$ cat src/core/dsc_consts.svh
`ifndef DSC_CONSTS_SVH
`define DSC_CONSTS_SVH

// register indices; byte address is four times the index
`define DSC_IDX_STATUS      8'h10
`define DSC_IDX_REVISION    8'h11
`define DSC_IDX_ANA_CTRL    8'h13
`define DSC_IDX_ANA_CLAMP   8'h14
`define DSC_IDX_DIG_CLAMP   8'h15
`define DSC_IDX_IRQ_STATUS  8'h20
`define DSC_IDX_IRQ_MASK    8'h21

// reset values
`define DSC_RST_ANA_CTRL    8'h45
`define DSC_RST_ANA_CLAMP   8'h30
`define DSC_RST_DIG_CLAMP   8'h00
`define DSC_RST_IRQ_MASK    4'h0

// status byte bit positions
`define DSC_ST_LOCK         0
`define DSC_ST_LOST_LOCK    1
`define DSC_ST_FSC_LOCK     2
`define DSC_ST_FIELD_50HZ   3
`define DSC_ST_ADC_UNDER    4
`define DSC_ST_ADC_OVER     5
`define DSC_ST_WHITE_PEAK   6
`define DSC_ST_COLOR_KILL   7

// analog control byte fields
`define DSC_TIM_FORCE_BIT   1
`define DSC_ANA_CTRL_RSVD   8'hFD

// interrupt bit positions
`define DSC_IRQ_LOST_LOCK   0
`define DSC_IRQ_ADC_UNDER   1
`define DSC_IRQ_ADC_OVER    2
`define DSC_IRQ_LOCK_GAIN   3

// clamp current base length in cycles (code 00)
`define DSC_CLAMP_BASE_LEN  9'd16

// clock and loop time constants
`define DSC_CLK_KHZ         50000
`define DSC_TC_SLOW_MS      1000
`define DSC_TC_MED_MS       500
`define DSC_TC_FAST_MS      100
`define DSC_LOOP_STEPS      4096

`endif

$ cat src/core/dsc_pkg.sv
package dsc_pkg;

    // present-state inputs from the decoder core
    typedef struct packed {
        logic color_kill;
        logic white_peak;
        logic adc_over;
        logic adc_under;
        logic field_50hz;
        logic fsc_lock;
        logic in_lock;
    } dsc_cond_type;

    // analog clamp control byte
    typedef struct packed {
        logic [1:0] reserved;
        logic       voltage_clamp_on;
        logic       current_clamp_on;
        logic [1:0] fast_clamp_length;
        logic [1:0] fine_clamp_length;
    } dsc_ana_clamp_type;

    // digital clamp control byte
    typedef struct packed {
        logic       clamp_mode_select;
        logic [1:0] clamp_time_constant;
        logic       clamp_loop_freeze;
        logic [3:0] manual_clamp_offset;
    } dsc_dig_clamp_type;

    // bus phase tracker, gray along idle-write-rdwait-rddone
    typedef enum logic [1:0] {
        DSC_IDLE   = 2'b00,
        DSC_WRITE  = 2'b01,
        DSC_RDWAIT = 2'b11,
        DSC_RDDONE = 2'b10
    } dsc_bus_state_type;

endpackage

$ cat src/core/dsc_regs.sv
// Overview of operation
// RULE_01 - status bits 0,2,4-7: lock, fsc lock, under, over, peak, kill.
// RULE_02 - status bit 1 sets on lock loss and holds until the status read.
// RULE_03 - status bit 3 reads one while a 50 Hz field rate is detected.
// RULE_04 - a read-only identifier byte gives the revision, ignoring writes.
// RULE_05 - analog control bit 1 forces the timing drivers on over pin and input.
// RULE_06 - software writes reserved analog control bits with their defaults.
// RULE_07 - fine clamp length picks 16, 32, 64 or 128 cycles of slow current.
// RULE_08 - fast clamp length picks 16, 32, 64 or 128 cycles of fast current.
// RULE_09 - analog clamp bit 4 enables the clamp current sources.
// RULE_10 - analog clamp bit 5 enables the voltage clamp.
// RULE_11 - digital clamp bits 3:0 are the offset's top nibble, added to samples.
// RULE_12 - the manual offset acts only in manual mode.
// RULE_13 - digital clamp bit 7 selects manual mode, which acts on chroma only.
// RULE_14 - digital clamp bit 4 freezes the clamp loop while set.
// RULE_15 - digital clamp bits 6:5 pick 1 s, 0.5 s, 0.1 s or quality-driven.
// RULE_16 - software writes zero to analog clamp bits 7 and 6.
// RULE_17 - flags are sampled at each read; only lost lock is sticky.
//
// Added by the designer: the AHB-Lite slave port.
`timescale 1ns/1ps
`include "dsc_consts.svh"

module dsc_regs #(
    parameter int          SAMPLE_W    = 12,
    parameter logic [7:0]  REVISION_ID = 8'h5A, // arbitrary value
    parameter logic [11:0] BLACK_LEVEL = 12'h100,
    parameter int TC_SLOW_CYC = `DSC_TC_SLOW_MS * `DSC_CLK_KHZ,
    parameter int TC_MED_CYC  = `DSC_TC_MED_MS * `DSC_CLK_KHZ,
    parameter int TC_FAST_CYC = `DSC_TC_FAST_MS * `DSC_CLK_KHZ
) (
    // clock and reset
    input  wire logic                  hclk,
    input  wire logic                  hresetn,
    // ahb-lite slave
    input  wire logic                  hsel,
    input  wire logic [31:0]           haddr,
    input  wire logic [1:0]            htrans,
    input  wire logic                  hwrite,
    input  wire logic [2:0]            hsize,
    input  wire logic [31:0]           hwdata,
    input  wire logic                  hready,
    output logic                       hreadyout,
    output logic [31:0]                hrdata,
    output logic                       hresp,
    // decoder conditions, asynchronous to hclk
    input  wire dsc_pkg::dsc_cond_type cond_async,
    // timing output control pins
    input  wire logic                  output_enable_n,
    input  wire logic                  timing_output_disable,
    output logic                       timing_drive_en,
    // analog clamp front end
    input  wire logic                  clamp_start,
    output logic                       current_sources_en,
    output logic                       voltage_clamp_en,
    output logic                       fine_current_on,
    output logic                       fast_current_on,
    // digital clamp datapath
    input  wire logic [7:0]            clamp_offset_low,
    input  wire logic                  video_quality_setting,
    input  wire logic [SAMPLE_W-1:0]   luma_sample,
    input  wire logic [SAMPLE_W-1:0]   chroma_sample,
    output logic [SAMPLE_W-1:0]        luma_core,
    output logic [SAMPLE_W-1:0]        chroma_core,
    // interrupt
    output logic                       irq
);
    import dsc_pkg::*;

    localparam int STEP_SLOW = (TC_SLOW_CYC / `DSC_LOOP_STEPS) > 0 ?
                               (TC_SLOW_CYC / `DSC_LOOP_STEPS) : 1;
    localparam int STEP_MED  = (TC_MED_CYC / `DSC_LOOP_STEPS) > 0 ?
                               (TC_MED_CYC / `DSC_LOOP_STEPS) : 1;
    localparam int STEP_FAST = (TC_FAST_CYC / `DSC_LOOP_STEPS) > 0 ?
                               (TC_FAST_CYC / `DSC_LOOP_STEPS) : 1;

    dsc_bus_state_type bus_state_ff;
    dsc_bus_state_type nxt_bus_state;
    logic [7:0]        addr_idx_ff;
    logic [31:0]       rd_data_ff;
    logic              addr_ok;
    logic [7:0]        addr_idx;
    logic              wr_en;
    logic [7:0]        wr_byte;
    logic              rd_load;

    dsc_cond_type      cond_meta_ff;
    dsc_cond_type      cond_ff;
    logic              lock_prev_ff;
    logic              under_prev_ff;
    logic              over_prev_ff;
    logic              lost_lock_ff;
    logic              lock_fall;

    logic [7:0]        ana_ctrl_ff;
    dsc_ana_clamp_type ana_clamp_ff;
    dsc_dig_clamp_type dig_clamp_ff;
    logic [3:0]        irq_status_ff;
    logic [3:0]        irq_mask_ff;
    logic [3:0]        irq_event;
    logic [7:0]        status_byte;

    logic [1:0]        oe_meta_ff;
    logic [8:0]        fine_cnt_ff;
    logic [8:0]        fast_cnt_ff;
    logic [8:0]        fine_len;
    logic [8:0]        fast_len;

    logic [31:0]       step_cnt_ff;
    logic [31:0]       step_len;
    logic [11:0]       loop_offset_ff;
    logic [11:0]       chroma_offset;
    logic              step_due;

    // address phase decode; every index answers, unmapped ones with zero, and haddr[1:0] is ignored
    assign addr_idx = haddr[9:2];
    assign addr_ok  = hsel && hready && htrans[1];
    assign hresp    = 1'b0;
    assign hreadyout = (bus_state_ff != DSC_RDWAIT);
    assign hrdata   = rd_data_ff;

    // bus phase: writes take no wait, reads take one so a read
    // right behind a write sees the written value
    always_comb begin
        nxt_bus_state = bus_state_ff;
        case (bus_state_ff)
            DSC_IDLE, DSC_WRITE, DSC_RDDONE: begin
                if (addr_ok && hwrite) begin
                    nxt_bus_state = DSC_WRITE;
                end else if (addr_ok) begin
                    nxt_bus_state = DSC_RDWAIT;
                end else begin
                    nxt_bus_state = DSC_IDLE;
                end
            end
            DSC_RDWAIT: nxt_bus_state = DSC_RDDONE;
            default:    nxt_bus_state = DSC_IDLE;
        endcase
    end

    always_ff @(posedge hclk or negedge hresetn) begin
        if (!hresetn) begin
            bus_state_ff <= DSC_IDLE;
            addr_idx_ff  <= 8'h00;
        end else begin
            bus_state_ff <= nxt_bus_state;
            if (addr_ok) begin
                addr_idx_ff <= addr_idx;
            end
        end
    end

    assign wr_en   = (bus_state_ff == DSC_WRITE);
    assign wr_byte = hwdata[7:0];
    assign rd_load = (bus_state_ff == DSC_RDWAIT);

    // two-flop synchroniser on every condition and the enable pin
    always_ff @(posedge hclk or negedge hresetn) begin
        if (!hresetn) begin
            cond_meta_ff <= '0;
            cond_ff      <= '0;
            oe_meta_ff   <= 2'b11;
        end else begin
            cond_meta_ff <= cond_async;
            cond_ff      <= cond_meta_ff;
            oe_meta_ff   <= {oe_meta_ff[0], output_enable_n};
        end
    end

    // edge history, read only from the second synchroniser stage
    always_ff @(posedge hclk or negedge hresetn) begin
        if (!hresetn) begin
            lock_prev_ff  <= 1'b0;
            under_prev_ff <= 1'b0;
            over_prev_ff  <= 1'b0;
        end else begin
            lock_prev_ff  <= cond_ff.in_lock;
            under_prev_ff <= cond_ff.adc_under;
            over_prev_ff  <= cond_ff.adc_over;
        end
    end

    assign lock_fall = lock_prev_ff && !cond_ff.in_lock;

    // lost lock sticks until the status byte is read; a loss in the
    // read cycle itself survives to the next read
    always_ff @(posedge hclk or negedge hresetn) begin
        if (!hresetn) begin
            lost_lock_ff <= 1'b0;
        end else if (lock_fall) begin
            lost_lock_ff <= 1'b1; // RULE_02
        end else if (rd_load && addr_idx_ff == `DSC_IDX_STATUS) begin
            lost_lock_ff <= 1'b0; // RULE_02
        end
    end

    // present-state flags come straight from the synchroniser
    always_comb begin
        status_byte = 8'h00;
        status_byte[`DSC_ST_LOCK]       = cond_ff.in_lock; // RULE_01
        status_byte[`DSC_ST_LOST_LOCK]  = lost_lock_ff; // RULE_02
        status_byte[`DSC_ST_FSC_LOCK]   = cond_ff.fsc_lock; // RULE_01
        status_byte[`DSC_ST_FIELD_50HZ] = cond_ff.field_50hz; // RULE_03
        status_byte[`DSC_ST_ADC_UNDER]  = cond_ff.adc_under; // RULE_17
        status_byte[`DSC_ST_ADC_OVER]   = cond_ff.adc_over; // RULE_17
        status_byte[`DSC_ST_WHITE_PEAK] = cond_ff.white_peak; // RULE_01
        status_byte[`DSC_ST_COLOR_KILL] = cond_ff.color_kill; // RULE_01
    end

    // read data is captured in the wait cycle, unmapped reads zero
    always_ff @(posedge hclk or negedge hresetn) begin
        if (!hresetn) begin
            rd_data_ff <= 32'h0000_0000;
        end else if (rd_load) begin
            case (addr_idx_ff)
                `DSC_IDX_STATUS:     rd_data_ff <= {24'h0, status_byte};
                `DSC_IDX_REVISION:   rd_data_ff <= {24'h0, REVISION_ID}; // RULE_04
                `DSC_IDX_ANA_CTRL:   rd_data_ff <= {24'h0, ana_ctrl_ff};
                `DSC_IDX_ANA_CLAMP:  rd_data_ff <= {24'h0, ana_clamp_ff};
                `DSC_IDX_DIG_CLAMP:  rd_data_ff <= {24'h0, dig_clamp_ff};
                `DSC_IDX_IRQ_STATUS: rd_data_ff <= {28'h0, irq_status_ff};
                `DSC_IDX_IRQ_MASK:   rd_data_ff <= {28'h0, irq_mask_ff};
                default:             rd_data_ff <= 32'h0000_0000;
            endcase
        end
    end

    // control bytes; the revision byte has no write path at all
    always_ff @(posedge hclk or negedge hresetn) begin
        if (!hresetn) begin
            ana_ctrl_ff  <= `DSC_RST_ANA_CTRL;
            ana_clamp_ff <= `DSC_RST_ANA_CLAMP;
            dig_clamp_ff <= `DSC_RST_DIG_CLAMP;
        end else if (wr_en) begin
            case (addr_idx_ff)
                // reserved bits are stored as written; software keeps them
                `DSC_IDX_ANA_CTRL:  ana_ctrl_ff  <= wr_byte; // RULE_06
                `DSC_IDX_ANA_CLAMP: ana_clamp_ff <= wr_byte; // RULE_16
                `DSC_IDX_DIG_CLAMP: dig_clamp_ff <= wr_byte;
                default: ;
            endcase
        end
    end

    // interrupt events: lock lost or gained, converter range errors
    always_comb begin
        irq_event = 4'h0;
        irq_event[`DSC_IRQ_LOST_LOCK] = lock_fall;
        irq_event[`DSC_IRQ_ADC_UNDER] = cond_ff.adc_under && !under_prev_ff;
        irq_event[`DSC_IRQ_ADC_OVER]  = cond_ff.adc_over && !over_prev_ff;
        irq_event[`DSC_IRQ_LOCK_GAIN] = cond_ff.in_lock && !lock_prev_ff;
    end

    // write one to clear; a new event in the same cycle wins
    always_ff @(posedge hclk or negedge hresetn) begin
        if (!hresetn) begin
            irq_status_ff <= 4'h0;
        end else if (wr_en && addr_idx_ff == `DSC_IDX_IRQ_STATUS) begin
            irq_status_ff <= (irq_status_ff & ~hwdata[3:0]) | irq_event;
        end else begin
            irq_status_ff <= irq_status_ff | irq_event;
        end
    end

    always_ff @(posedge hclk or negedge hresetn) begin
        if (!hresetn) begin
            irq_mask_ff <= `DSC_RST_IRQ_MASK;
        end else if (wr_en && addr_idx_ff == `DSC_IDX_IRQ_MASK) begin
            irq_mask_ff <= hwdata[3:0];
        end
    end

    // registered so the level carries no decode glitches
    always_ff @(posedge hclk or negedge hresetn) begin
        if (!hresetn) begin
            irq <= 1'b0;
        end else begin
            irq <= |(irq_status_ff & irq_mask_ff);
        end
    end

    // timing drivers: force bit overrides pin and disable input
    always_ff @(posedge hclk or negedge hresetn) begin
        if (!hresetn) begin
            timing_drive_en <= 1'b0;
        end else begin
            timing_drive_en <= ana_ctrl_ff[`DSC_TIM_FORCE_BIT] ||
                               (!oe_meta_ff[1] &&
                                !timing_output_disable); // RULE_05
        end
    end

    // clamp current lengths are 16 shifted left by the code
    assign fine_len = `DSC_CLAMP_BASE_LEN <<
                      ana_clamp_ff.fine_clamp_length; // RULE_07
    assign fast_len = `DSC_CLAMP_BASE_LEN <<
                      ana_clamp_ff.fast_clamp_length; // RULE_08

    // a clamp start with current_clamp_on set loads both length counters; a start while a
    // pulse runs restarts it rather than stacking
    always_ff @(posedge hclk or negedge hresetn) begin
        if (!hresetn) begin
            fine_cnt_ff <= 9'd0;
            fast_cnt_ff <= 9'd0;
        end else if (!ana_clamp_ff.current_clamp_on) begin
            fine_cnt_ff <= 9'd0; // RULE_09
            fast_cnt_ff <= 9'd0; // RULE_09
        end else if (clamp_start) begin
            fine_cnt_ff <= fine_len; // RULE_07
            fast_cnt_ff <= fast_len; // RULE_08
        end else begin
            if (fine_cnt_ff != 9'd0) begin
                fine_cnt_ff <= fine_cnt_ff - 9'd1;
            end
            if (fast_cnt_ff != 9'd0) begin
                fast_cnt_ff <= fast_cnt_ff - 9'd1;
            end
        end
    end

    // current on exactly while its counter is non-zero
    assign fine_current_on    = (fine_cnt_ff != 9'd0); // RULE_07
    assign fast_current_on    = (fast_cnt_ff != 9'd0); // RULE_08
    assign current_sources_en = ana_clamp_ff.current_clamp_on; // RULE_09
    assign voltage_clamp_en   = ana_clamp_ff.voltage_clamp_on; // RULE_10

    // loop step period from the time constant; the quality setting
    // picks fast tracking for poor video and slow for good
    always_comb begin
        case (dig_clamp_ff.clamp_time_constant)
            2'b00:   step_len = STEP_SLOW; // RULE_15
            2'b01:   step_len = STEP_MED; // RULE_15
            2'b10:   step_len = STEP_FAST; // RULE_15
            default: step_len = video_quality_setting ?
                                STEP_SLOW : STEP_FAST; // RULE_15
        endcase
    end

    assign step_due = (step_cnt_ff >= step_len - 32'd1);

    always_ff @(posedge hclk or negedge hresetn) begin
        if (!hresetn) begin
            step_cnt_ff <= 32'd0;
        end else if (step_due || dig_clamp_ff.clamp_loop_freeze) begin
            step_cnt_ff <= 32'd0; // RULE_14
        end else begin
            step_cnt_ff <= step_cnt_ff + 32'd1;
        end
    end

    // the loop moves one lsb per step toward the black level,
    // sampled on the luma path during the clamp window
    always_ff @(posedge hclk or negedge hresetn) begin
        if (!hresetn) begin
            loop_offset_ff <= 12'h000;
        end else if (!dig_clamp_ff.clamp_loop_freeze && step_due &&
                     fine_current_on) begin // RULE_14
            if (12'(luma_sample + loop_offset_ff) < BLACK_LEVEL) begin
                loop_offset_ff <= loop_offset_ff + 12'h001;
            end else if (12'(luma_sample + loop_offset_ff) >
                         BLACK_LEVEL) begin
                loop_offset_ff <= loop_offset_ff - 12'h001;
            end
        end
    end

    // manual offset replaces the loop on chroma only, in manual mode
    assign chroma_offset = dig_clamp_ff.clamp_mode_select ?
                           {dig_clamp_ff.manual_clamp_offset,
                            clamp_offset_low} : // RULE_11
                           loop_offset_ff; // RULE_12

    always_ff @(posedge hclk or negedge hresetn) begin
        if (!hresetn) begin
            luma_core   <= '0;
            chroma_core <= '0;
        end else begin
            luma_core   <= SAMPLE_W'(luma_sample + loop_offset_ff);
            chroma_core <= SAMPLE_W'(chroma_sample +
                                     chroma_offset); // RULE_13
        end
    end

endmodule // dsc_regs

$ cat config.mk
export PLATFORM = sky130hd
export DESIGN_NAME = dsc_regs
export DESIGN_NICKNAME = d
export VERILOG_FILES = /design/src/core/dsc_pkg.sv /design/src/core/dsc_regs.sv
export VERILOG_INCLUDE_DIRS = /design/src /design/src/core
export SDC_FILE = /design/constraint.sdc
export NUM_CORES = 1
export LEC_CHECK = 0
export BUFFER_PORTS_ARGS = -buffer_cell sky130_fd_sc_hd__buf_2
export CAP_MARGIN = 0
export CORE_UTILIZATION = 30
export CTS_CLUSTER_SIZE = 14
export DETAILED_ROUTE_END_ITERATION = 16
export GPL_TIMING_DRIVEN = 0
export SKIP_LAST_GASP = 1
export SYNTH_ARGS = -nofsm -noshare
export SYNTH_HDL_FRONTEND = slang
export SYNTH_SLANG_ARGS = --single-unit
$ cat constraint.sdc
create_clock -name hclk -period 8.2 [get_ports hclk]
set_input_delay 1.64 -clock hclk [delete_from_list [all_inputs] [get_ports hclk]]
set_output_delay 1.64 -clock hclk [all_outputs]
set_load 0.1 [all_outputs]
==> qor.yml <==
clock_tree:
  cts-root-buf: "clkbuf_16"
  clk_latency_ns: 0.43
  cts_hold_buf: 0
  post_cts_buffers: 0
  path_clk_slew_ns: 0.07
  htree_levels: 4
  cts_tree: "done"
  cts_resized: 0
  clk_path_buf_depth: 2
  clkSinkCount: 158
  numCtsBuffers: 17
critical_path:
  cp-endpoint: "loop_offset_ff[11]"
  r2r_end: "loop_offset_ff[11]"
  regToRegSetupSlack_ns: 3.00
  worst_ep_required_time_ns: 8.56
  r2r-start: "loop_offset_ff[0]"
  path_class: "in2reg"
  path_max_fanout: 11
  end_kind: "flip-flop"
  cp-startpoint: "luma_sample[0]"
  worstSetupStartpointType: "input port"
  reg2reg_depth: 15
  critPathArrivalTime_ns: 6.34
place:
  portBuffers: 102
  hpwl_mm: 13.7
  placed_area_sq_mm: 0.00927
  gp_congestion: 0.782
grt:
  grt-ovfl-total: 0
  grtUsageTotal_pct: 13.8
  met2_usage_pct: 21.8
  antenna_found_initial: 2
  use_met1_pct: 18.1
  grtUsageMet3_pct: 3.92
  grt.busiest_layer: "met2"
  grt_max_degree: 116
  grt_pass1_wl_mm: 30.2
  first_global_vias: 5837
pwr:
  sw_frac_of_total_pct: 34.7
  powerDensity_mw_per_mm2: 226
  p_clk_share_pct: 37.6
  leakagePower_nw: 4.53
  power.share.combinational_pct: 23.6
  switchingPower_mw: 0.776
  p_total_mw: 2.23
  irDropWorstVdd_v: 0.000165
  seqPwrFrac_pct: 38.8
  power_report.internal_total_mw: 1.46
logic_synthesis:
  synth.area.top_cells: "dfrtp_1 (46%), ha_1 (7.5%), mux2_2 (6.5%), xor2_1 (2.9%), xnor2_1 (2.4%)"
  yosysWarnings: 0
  synth_top_cell_area_share_pct: 46.4
  synth_area_sq_mm: 0.00815
  synthXorXnorAreaFrac_pct: 5.27
  synthSimpleGateAreaFrac_pct: 12.2
  ys_seq_elements: 158
  synth_area_leader_cell: "dfrtp_1"
  synth_top_family_by_area: "simple AND/OR/NAND/NOR gates"
  synth.yosys.seq_area_share_pct: 48.6
  syn-instance-count: 726
  synthFlopType: "dfrtp_1"
  async_flop_share_pct: 100
  muxShareOfSynthArea_pct: 9.02
  synth_edf_count: 0
  synth.avg_cell_area_sq_um: 11.2
  ys_types: 68
  synthAdderAreaFrac_pct: 8.26
  synth-compound-area-share_pct: 11.9
final_layout:
  synthToLayoutAreaGrowth_pct: 21.4
  n_antenna_cell: 0
  final_common_cell: "dfrtp_1"
  drive_above_1_share_pct: 27.1
  nNetsFinal: 1058
  fill_cells: 2584
  final_area_sq_mm: 0.00989
  final_cell_mix: "dfrtp_1 (151), buf_2 (102), ha_1 (49)"
  finish.utilization_pct: 37.5
detailed_routing:
  ant_nets: 0
  wl_per_cell_um: 14.8
  vias_per_cell: 4.66
  drc: 0
  drtIter0Drc: 336
  wl_mm: 18.3
  first_pass_iters: 4
  vias: 5770
floorplan:
  die-width_um: 167
  start_util_pct: 30.9
  die_h_um: 167
  pin_count: 181
  die-area_sq_mm: 0.0278
  fp-row-count: 59
  core_sq_mm: 0.0264
sta:
  maxSlewHeadroom_pct: 48.5
  setup_viol: 0
  slew_viol_final: 0
  hold_viol: 0
  holdWs_ns: 0.349
  fin_skew_ns: 0.00987
  period_share_pct: 73.0
  tns_ns: 0
  grt_setup_unrepaired: "no"
  fin_crit_ns: 5.98
  fmax_ghz: 0.167
  worstMarginPinSlew_ns: 0.761
flow_run:
  maxCapViolations: 0
status:
  status: "finished clean"
worst_hold_path:
  hold_path_class: "reg2reg"
[through the flow]
stage	worst slack [ns]	instances
after floorplan	2.55	767
after global placement	1.90	1204
after detailed placement	1.83	1205
after CTS	2.27	1237
after global routing	1.99	1237
final	2.22	1237
[worst min-delay path by stage]
stage | slack, ns | start | cells past startpoint | end
after detailed placement | 0.34 | cond_meta_ff[4] | 0 | cond_ff[4]
after global placement | 0.34 | cond_meta_ff[2] | 0 | cond_ff[2]
final | 0.35 | cond_meta_ff[2] | 0 | cond_ff[2]
after global routing | 0.35 | cond_meta_ff[2] | 0 | cond_ff[2]
after CTS | 0.35 | cond_meta_ff[6] | 0 | cond_ff[6]
after floorplan | 0.33 | cond_meta_ff[0] | 0 | cond_ff[0]
[power by group through the flow]
stage	clock network [mW]	logic [mW]	registers, mW
6_report	0.839	0.527	0.867
5_1_grt	0.892	0.562	0.873
4_1_cts	0.859	0.531	0.869
3_5_place_dp	0	0.530	0.882
3_3_place_gp	0	0.523	0.881
2_1_floorplan	0	0.220	1.08
[routing by layer]
metal,wire [um],part of all wire (%)
met1,8690,47
met2,8500,46
met3,865,4.7
met5,27,0.15
met4,216,1.2
[sequential cells by signal, indices dropped and copies added, names as in the netlist, 2 cells and up]
name,cells
irq_mask_ff,4
step_cnt_ff,32
cond_meta_ff,7
loop_offset_ff,12
fine_cnt_ff,9
hrdata,8
fast_cnt_ff,9
ana_ctrl_ff,8
bus_state_ff,2
ana_clamp_ff,6
oe_meta_ff,2
chroma_core,12
dig_clamp_ff,8
luma_core,12
cond_ff,7
addr_idx_ff,8
irq_status_ff,4
[synthesized netlist by cell type, drive strengths merged, types with 5 or more instances]
cell type  instances
and3               8
or2                5
o21a               7
dfstp              7
clkbuf            12
ha                49
mux2              56
nor2b             11
or3               10
a211oi             6
nor4               6
mux2i              7
xor2              27
dfrtp            151
nand3             18
xnor2             22
nand2             45
a21oi             37
nand2b             7
o311ai             5
nor3              17
nand3b             5
a222oi             6
a31oi              9
nor2              42
and2               5
o21ai             25
inv               31
a21o              13
o21bai             5
buf               29
[area by class of cell]
| cell class | instances | area [sq um] | share of cell area [%] |
|---|---|---|---|
| plain buffers | 41 | 264 | 2.67 |
| clock buffers | 18 | 439 | 4.44 |
| clock inverters | 14 | 183 | 1.85 |
| inverters | 31 | 116 | 1.18 |
| multi-input cells | 537 | 3960 | 40.0 |
| flip-flops and latches | 158 | 3960 | 40.1 |
| well taps | 335 | 419 | 4.24 |
| repair buffers | 103 | 548 | 5.54 |
[kinds of logic after synthesis]
group / count (synthesis)
compound gates: 137
fa+ha+maj: 52
xor+xnor: 49
other cells: 1
mux: 63
buf+inv: 72
flops: 158
simple gates: 194
[worst max-delay path, stage by stage]
cell and delay, ns:
buf_2 0.10, ha_1 0.23, fa_1 0.43, a21o_1 0.23
a221oi_4 0.34, a211o_1 0.20, o311ai_2 0.13, or3_4 0.43
nand2b_1 0.40, ha_1 0.42, a211o_1 0.29, a2111oi_0 0.62
o31a_1 0.27, a21oi_1 0.12, o311ai_1 0.33, xnor2_1 0.16
(Power assumes the default switching activity.)
